[config.mk]
export PLATFORM = sky130hd
export DESIGN_NAME = bta_unit
export DESIGN_NICKNAME = d
export VERILOG_FILES = /design/src/include/bta_pkg.sv /design/src/hdl/bta_unit.sv
export SDC_FILE = /design/constraint.sdc
export NUM_CORES = 1
export LEC_CHECK = 0
export BUFFER_PORTS_ARGS = -buffer_cell sky130_fd_sc_hd__buf_2
export CORE_ASPECT_RATIO = 0.6
export CORE_UTILIZATION = 52
export CTS_CLUSTER_SIZE = 10
export DETAILED_ROUTE_END_ITERATION = 7
export PLACE_DENSITY = 0.81
export REMOVE_ABC_BUFFERS = 1
export SLEW_MARGIN = 15
export SYNTH_ARGS = -nofsm -noshare
export SYNTH_HDL_FRONTEND = slang
export SYNTH_SLANG_ARGS = --single-unit
export TNS_END_PERCENT = 20
[constraint.sdc]
create_clock -name core_clk -period 3.9 [get_ports core_clk]
set_clock_uncertainty 0.2 [all_clocks]
set_input_delay 0.195 -clock core_clk [delete_from_list [all_inputs] [get_ports core_clk]]
set_output_delay 0.195 -clock core_clk [all_outputs]
set_load 0.01 [all_outputs]
[src/include/bta_pkg.sv]
package bta_pkg;

	// Branch target modes presented by the decode logic with each instruction.
	typedef enum logic [2:0] {
		BTA_MODE_SEQ   = 3'h0,	// Non-branching instruction.
		BTA_MODE_REL   = 3'h1,	// Short unconditional relative branch.
		BTA_MODE_COND  = 3'h2,	// Conditional relative branch.
		BTA_MODE_LONG  = 3'h3,	// Long call or long branch, 16-bit immediate.
		BTA_MODE_FIXED = 3'h4,	// Fixed-area call, 11-bit field.
		BTA_MODE_TABLE = 3'h5,	// Vector table call.
		BTA_MODE_REG   = 3'h6	// Register branch through the accumulator pair.
	} bta_mode_e;

	typedef enum logic [1:0] {
		BTA_ST_IDLE    = 2'h0,
		BTA_ST_READ_LO = 2'h1,
		BTA_ST_READ_HI = 2'h2
	} bta_state_e;

	// One decoded instruction as handed over by the decode logic.
	typedef struct packed {
		logic             valid;
		bta_mode_e        mode;
		logic [2:0]       len;
		logic             cond_true;
		logic [7:0]       relative_displacement;
		logic [15:0]      imm16;
		logic [10:0]      short_call_field;
		logic [7:0]       opcode;
	} bta_cmd_s;

	// Read port toward program memory for vector table entries.
	typedef struct packed {
		logic             req;
		logic [15:0]      addr;
	} bta_rd_s;

	localparam logic [15:0] BTA_RESET_PC      = 16'h0000;
	localparam logic [15:0] BTA_FIXED_BASE    = 16'h0800;
	localparam logic [15:0] BTA_FIXED_TOP     = 16'h0fff;
	localparam logic [15:0] BTA_TABLE_BASE    = 16'h0040;
	localparam logic [15:0] BTA_TABLE_TOP     = 16'h007f;
	localparam int          BTA_SIGN_BIT      = 7;
	localparam int          BTA_INDEX_LSB     = 1;
	localparam int          BTA_INDEX_MSB     = 5;
	localparam int          BTA_FIELD_W       = 11;

endpackage

[src/hdl/bta_unit.sv]
`timescale 1ns/100ps
// Overview of operation
// - Sequential step adds instruction byte length.
// - Relative target: following address plus displacement.
// - Displacement is signed, bit 7 sign.
// - Short branch and conditionals use relative.
// - Long forms load 16-bit immediate directly.
// - Fixed-area call lands in 0800H-0FFFH.
// - Table call reads target from 0040H-007FH.
// - Table entry chosen by opcode bits 1-5.
// - Register branch loads accumulator pair.
module bta_unit (
	input  wire logic              core_clk,   // CPU clock, 25 MHz.
	input  wire logic              rst_n,      // Synchronous reset, active low.
	input  wire bta_pkg::bta_cmd_s cmd,        // Decoded instruction from decode.
	input  wire logic [15:0]       accumulator_pair, // Accumulator pair contents.
	input  wire logic [7:0]        rd_data,    // Program memory read data.
	input  wire logic              rd_valid,   // Read data valid this cycle.
	output bta_pkg::bta_rd_s       rd_r,       // Vector table read request.
	output logic [15:0]            pc_r,       // Program counter.
	output logic                   pc_load_r,  // Pulse: pc_r took a new value.
	output logic                   busy_r      // High while a table read runs.
);

	bta_pkg::bta_state_e state_r;
	bta_pkg::bta_state_e state_nxt;
	bta_pkg::bta_rd_s    rd_nxt;
	logic [15:0]         pc_nxt;
	logic                pc_load_nxt;
	logic                busy_nxt;
	logic [7:0]          lo_byte_r;
	logic [7:0]          lo_byte_nxt;
	logic                take_w;
	logic [15:0]         follow_w;
	logic [15:0]         rel_w;

	// The decode logic must hold cmd.valid off while busy_r is high.
	assign take_w   = cmd.valid && (state_r == bta_pkg::BTA_ST_IDLE);
	assign follow_w = pc_r + {13'h0, cmd.len};
	assign rel_w    = follow_w + {{8{cmd.relative_displacement[bta_pkg::BTA_SIGN_BIT]}},
		cmd.relative_displacement};

	always_comb begin
		state_nxt   = state_r;
		rd_nxt      = rd_r;
		pc_nxt      = pc_r;
		pc_load_nxt = 1'b0;
		busy_nxt    = busy_r;
		lo_byte_nxt = lo_byte_r;
		unique case (state_r)
			bta_pkg::BTA_ST_IDLE: begin
				if (take_w) begin
					pc_load_nxt = 1'b1;
					unique case (cmd.mode)
						bta_pkg::BTA_MODE_REL: begin
							pc_nxt = rel_w;
						end
						bta_pkg::BTA_MODE_COND: begin
							pc_nxt = cmd.cond_true ? rel_w : follow_w;
						end
						bta_pkg::BTA_MODE_LONG: begin
							pc_nxt = cmd.imm16;
						end
						bta_pkg::BTA_MODE_FIXED: begin
							pc_nxt = bta_pkg::BTA_FIXED_BASE
								| {5'h00, cmd.short_call_field};
						end
						bta_pkg::BTA_MODE_TABLE: begin
							// The counter only moves once both entry bytes are in.
							pc_load_nxt = 1'b0;
							busy_nxt    = 1'b1;
							state_nxt   = bta_pkg::BTA_ST_READ_LO;
							rd_nxt.req  = 1'b1;
							rd_nxt.addr = bta_pkg::BTA_TABLE_BASE | {10'h000,
								cmd.opcode[bta_pkg::BTA_INDEX_MSB:bta_pkg::BTA_INDEX_LSB],
								1'b0};
						end
						bta_pkg::BTA_MODE_REG: begin
							pc_nxt = accumulator_pair;
						end
						bta_pkg::BTA_MODE_SEQ: begin
							pc_nxt = follow_w;
						end
						default: begin
							// Unused mode code is stepped over like a plain instruction.
							pc_nxt = follow_w;
						end
					endcase
				end
			end
			bta_pkg::BTA_ST_READ_LO: begin
				if (rd_valid) begin
					lo_byte_nxt = rd_data;
					rd_nxt.addr = rd_r.addr + 16'h0001;
					state_nxt   = bta_pkg::BTA_ST_READ_HI;
				end
			end
			bta_pkg::BTA_ST_READ_HI: begin
				if (rd_valid) begin
					pc_nxt      = {rd_data, lo_byte_r};
					pc_load_nxt = 1'b1;
					rd_nxt.req  = 1'b0;
					busy_nxt    = 1'b0;
					state_nxt   = bta_pkg::BTA_ST_IDLE;
				end
			end
			default: begin
				state_nxt  = bta_pkg::BTA_ST_IDLE;
				rd_nxt.req = 1'b0;
				busy_nxt   = 1'b0;
			end
		endcase
	end

	always_ff @(posedge core_clk) begin
		if (!rst_n) begin
			state_r   <= bta_pkg::BTA_ST_IDLE;
			rd_r      <= '0;
			pc_r      <= bta_pkg::BTA_RESET_PC;
			pc_load_r <= 1'b0;
			busy_r    <= 1'b0;
			lo_byte_r <= 8'h00;
		end else begin
			state_r   <= state_nxt;
			rd_r      <= rd_nxt;
			pc_r      <= pc_nxt;
			pc_load_r <= pc_load_nxt;
			busy_r    <= busy_nxt;
			lo_byte_r <= lo_byte_nxt;
		end
	end

	// Helper for the relative and conditional checks: the following address, registered one cycle late.
	logic [15:0] past_follow_r;
	always_ff @(posedge core_clk) begin
		past_follow_r <= follow_w;
	end
endmodule // bta_unit

-- Yosys cells after proc, flatten, opt, wreduce, memory -nomap -nowiden
Index checks and enable logic that the tools add are counted.
- register bits after elaboration: 45
- bits of input ports: 78
- logic and storage cells: 56
- add/sub/neg operators: 3
- equal/unequal tests: 13
- muxes and demuxes: 23
- bitwise gates (word level): 1
- reduce and logical (&&, ||, !) cells: 9
- operators with widths (kind ; count):
    16-bit one-hot mux with 6 select lines ; 1
    16-bit two-way mux ; 4
    16-bit one-hot mux with 2 select lines ; 2
    17-bit two-way mux ; 2
    16-bit by 1-bit adder with 16-bit output (second input constant) ; 1
    16-bit adder ; 1
    16-bit by 3-bit adder with 16-bit output ; 1
    4-bit AND reduction ; 4
    3-bit == test (second input constant) ; 3
    2-bit two-way mux ; 4
    2-bit inequality test (second input constant) ; 4
    3-bit by 2-bit == test with 1-bit output (second input constant) ; 2
    1-bit two-way mux ; 6
    1-bit one-hot mux with 3 select lines ; 2
    2-bit one-hot mux with 3 select lines ; 1
    2-bit nonzero test ; 2
    3-bit by 1-bit == test with 1-bit output (second input constant) ; 1
    2-bit by 1-bit == test with 1-bit output (second input constant) ; 1
    2-bit == test (second input constant) ; 1
    2-bit logical NOT ; 1
    2-bit by 1-bit inequality test with 1-bit output (second input constant) ; 1
    1-bit one-hot mux with 2 select lines ; 1
    2-bit AND reduction ; 1
    1-bit logical AND ; 1
    1-bit inverter ; 1

-- Logic depth before layout (Yosys ltp)
- depth after elaboration: 6
- depth in mapped cells: 15
- mapped depth without buffers: 14

-- Least setup slack after synthesis
Ideal clock, no wire load.
- path type: reg-to-reg
- from: register pc_r[1]
- to: register pc_r[13]
- setup time: 70 ps
- data arrival time: 3180 ps
- required time: 3630 ps
- slack: 450 ps
- stages on the path, launching flop included: 16
- path buffers: 1
- cell sequence: dfxtp_1 > ha_1 > a21o_1 > a21oi_1 > nor2_1 > and3_1 > xor2_1 > ha_1 > clkbuf_1 > a21o_1 > a31oi_1 > or3b_1 > o221ai_1 > xnor2_1 > nand2_1 > a21oi_1
- longest elaborated chain between the ends: 6
- ends and longest elaborated chain (item ; RTL line ; text):
    from (decl) ; bta_unit.sv:20 ; output logic [15:0] pc_r,
    from (signal assigned) ; bta_unit.sv:119 ; pc_r <= bta_pkg::BTA_RESET_PC;
    from (signal assigned) ; bta_unit.sv:126 ; pc_r <= pc_nxt;
    16-bit by 3-bit adder with 16-bit output * ; bta_unit.sv:39 ; assign follow_w = pc_r + {13'h0, cmd.len};
    16-bit adder ; bta_unit.sv:40 ; assign rel_w = follow_w + {{8{cmd.relative_displacement[bta_pkg::BTA_SIGN_BIT]}},
    16-bit two-way mux ; bta_unit.sv:59 ; pc_nxt = cmd.cond_true ? rel_w : follow_w;
    16-bit one-hot mux with 6 select lines * ; bta_unit.sv:54 ; unique case (cmd.mode)
    16-bit two-way mux * ; bta_unit.sv:52 ; if (take_w) begin
    16-bit one-hot mux with 2 select lines * ; bta_unit.sv:50 ; unique case (state_r)
Every way passes the cells marked *; elsewhere a longest branch is shown, timed or not. The select of a mux whose other input is x is not followed.
A chain may end at the register's enable or synchronous reset.

-- Worst setup path after layout
Ends and elaborated chain as after synthesis.

==> metrics.yaml <==
die_height_um: 66.5
cts_root_buf: "clkbuf_16"
finalPower_mw: 1.42
wl_per_cell_um: 16.9
whs_ps: -1.27
synth.top_cells.by_area: "dfxtp_1, ha_1, xnor2_1"
first_pass_iters: 6
p_comb_share_pct: 31.4
synth_top_area_share_pct: 24.4
yosysMostFrequentCell: "nand2_1"
layoutNonFillerInstCount: 637
vias: 3854
cp-start-kind: "register"
p_int_mw: 0.970
dp.cells: 625
nets: 648
status: "finished, violations left"
period_minus_slack_ps: 3630
io_buffers: 109
n_fill_cell: 571
power.density_nw_per_um2: 323
rsz0062_at_grt: "false"
yosysSeqAreaShare_pct: 24.4
grt_pass1_vias: 3320
grt_max_degree: 39
drt-initial-drc-count: 475
grt_first_pass_wirelength_um: 16600
tritoncts: "done"
drv_slew: 0
syn-cell-area_sq_um: 3610
max_clock_freq_mhz: 275
setup_slack_ps: 269
critPathMaxStageDelay_ps: 420
routed_wl_um: 10700
tightest_slew_ps: 917
clk_pin_slew_ps: 60
synth.distinct_cells: 65
hold_viol_final: 1
fin_crit_sh_pct: 93.1
ant_nets: 0
dp_slack_ps: 197
swShare_pct: 31.4
final_util_pct: 65.6
start_util_pct: 54.0
syn_inst: 452
die-area_sq_um: 7280
worstPathMaxFanout: 7
core-area_sq_um: 6680
syn_to_final_growth_pct: 21.4
yosys_most_used_dff: "dfxtp_1"
synth_commonest_cells: "nand2_1, dfxtp_1, nor2_1"
max_slew_margin_pct: 38.6
htreeDepth: 2
finalSetupViolations: 0
dp_hpwl_um: 8220
clock_latency_ps: 280
cts_buffers: 5
hold_class: "input pin to register"
clockBufferDepth: 2
antenna_found_initial: 0
clock-sinks: 44
insertedDiodeCount: 0
yosysTopAreaCell: "dfxtp_1"
drc_errors: 0
grt_usage_pct: 29.7
rows: 23
max-vdd-ir-drop_v: 0.000257
overflow: 0
yosys_warnings: 0
cp-end-kind: "register"
cp_slowest_cell: "dfxtp_1"
synth_edf_count: 0
setup_tns_ps: 0
grt_use_met3_pct: 4.70
synth_seq_cells: 44
grt_use_met2_pct: 44.7
path_cells: "ha_1, a21o_1, a21oi_2, nor2_2, and3_1, xor2_1, ha_1, a21o_1, a31oi_1, or3b_1, o221ai_1, xnor2_1, nand2_1, a21oi_1"
syn_area_per_cell_sq_um: 7.98
max_cap_violations: 0
switching_power_mw: 0.445
drive_above_1_share_pct: 26.2
top_usage_layer: "met2"
die_w_um: 110
cp.arrival_ps: 3650
io_pins: 113
pwr-share-clk_pct: 33.3
grt_use_met1_pct: 44.6
viasPerCell: 6.05
leakage_nw: 1.98
violations: "negative hold slack"
gp_congestion: 0.878
async_flop_share_pct: 0
power_frac_seq_pct: 35.3
worstSetupPathType: "register to register"
worstPathRequired_ps: 3920
final timing paths:
| path | start | endpoint | slack [ps] | cells past startpoint |
|---|---|---|---|---|
| worst max-delay path | pc_r[1] | pc_r[13] | 270 | 14 |
| worst min-delay path | rd_data[1] | lo_byte_r[1] | -1 | 3 |
| worst max register to register | pc_r[1] | pc_r[13] | 270 | 14 |
| worst min register to register | lo_byte_r[7] | lo_byte_r[7] | 260 | 2 |
routing by layer:
| layer | up-vias | wire length (um) |
|---|---|---|
| li1 | 1862 | - |
| met1 | 1763 | 4970 |
| met2 | 213 | 4570 |
| met3 | 16 | 1100 |
| met4 | 0 | 112 |
| met5 | - | 0 |
layout by cell type (no fill, tap or decap), drive strengths merged, types with 13 or more instances in the layout:
| master | netlist | routed |
|---|---|---|
| a21oi | 27 | 27 |
| nor2 | 43 | 43 |
| nand2 | 46 | 46 |
| buf | 12 | 113 |
| ha | 19 | 19 |
| nand3 | 13 | 13 |
| dfxtp | 44 | 44 |
| xnor2 | 22 | 22 |
| o21ai | 22 | 22 |
| xor2 | 15 | 15 |
state kept, by name, summed over array words and instances, names as in the netlist:
register   flops
pc_r          16
pc_load_r      1
state_r        2
lo_byte_r      8
rd_r          17
cells by family after synthesis:
family | after synthesis | synth area share [%]
AOI/OAI and AO/OA | 141 | 28.0
and+or+nand+nor | 159 | 22.2
adders and majority gates | 21 | 7.70
DFF | 44 | 24.4
muxes | 12 | 3.68
xor gates and xnor gates | 37 | 8.99
buffers and inverters | 38 | 4.93
critical path, delay by kind of cell (launching register included):
kind | cells | cell delay, ps
adders and majority gates | 2 | 660
and+or+nand+nor | 4 | 790
AOI/OAI and AO/OA | 6 | 1210
xor gates and xnor gates | 2 | 310
DFF | 1 | 420
power by group through the flow:
stage / sequential, mW / clock [mW] / combinational (mW)
floorplan: 0.513 / 0 / 0.276
global placement: 0.507 / 0 / 0.413
detailed placement: 0.509 / 0 / 0.426
CTS: 0.499 / 0.472 / 0.432
global route: 0.503 / 0.499 / 0.486
finish: 0.500 / 0.471 / 0.444
repair_timing:
| action | CTS | global route |
|---|---|---|
| buffers inserted | 0 | 0 |
| resized for setup | 0 | 3 |
| setup endpoints to repair | 0 | 3 |
| hold buffers | 4 | 0 |
| hold endpoints to repair | 4 | 0 |
metrics by stage:
stage | hold slack (ps) | instance area (sq um)
global placement | 254 | 4150
floorplan | 112 | 3470
finish | -1.27 | 4380
global route | 1.60 | 4380
detailed placement | 255 | 4150
CTS | 1.64 | 4360
layout make-up:
type	instances	area (sq um)	area share (%)
repair buffers	117	616	14.1
multi-input cells	370	2570	58.6
clock buffers	6	129	2.94
clock inverters	2	35.0	0.800
flip-flops and latches	44	881	20.1
inverters	11	41.3	0.943
well taps	87	109	2.49
(Power assumes the default switching activity.)
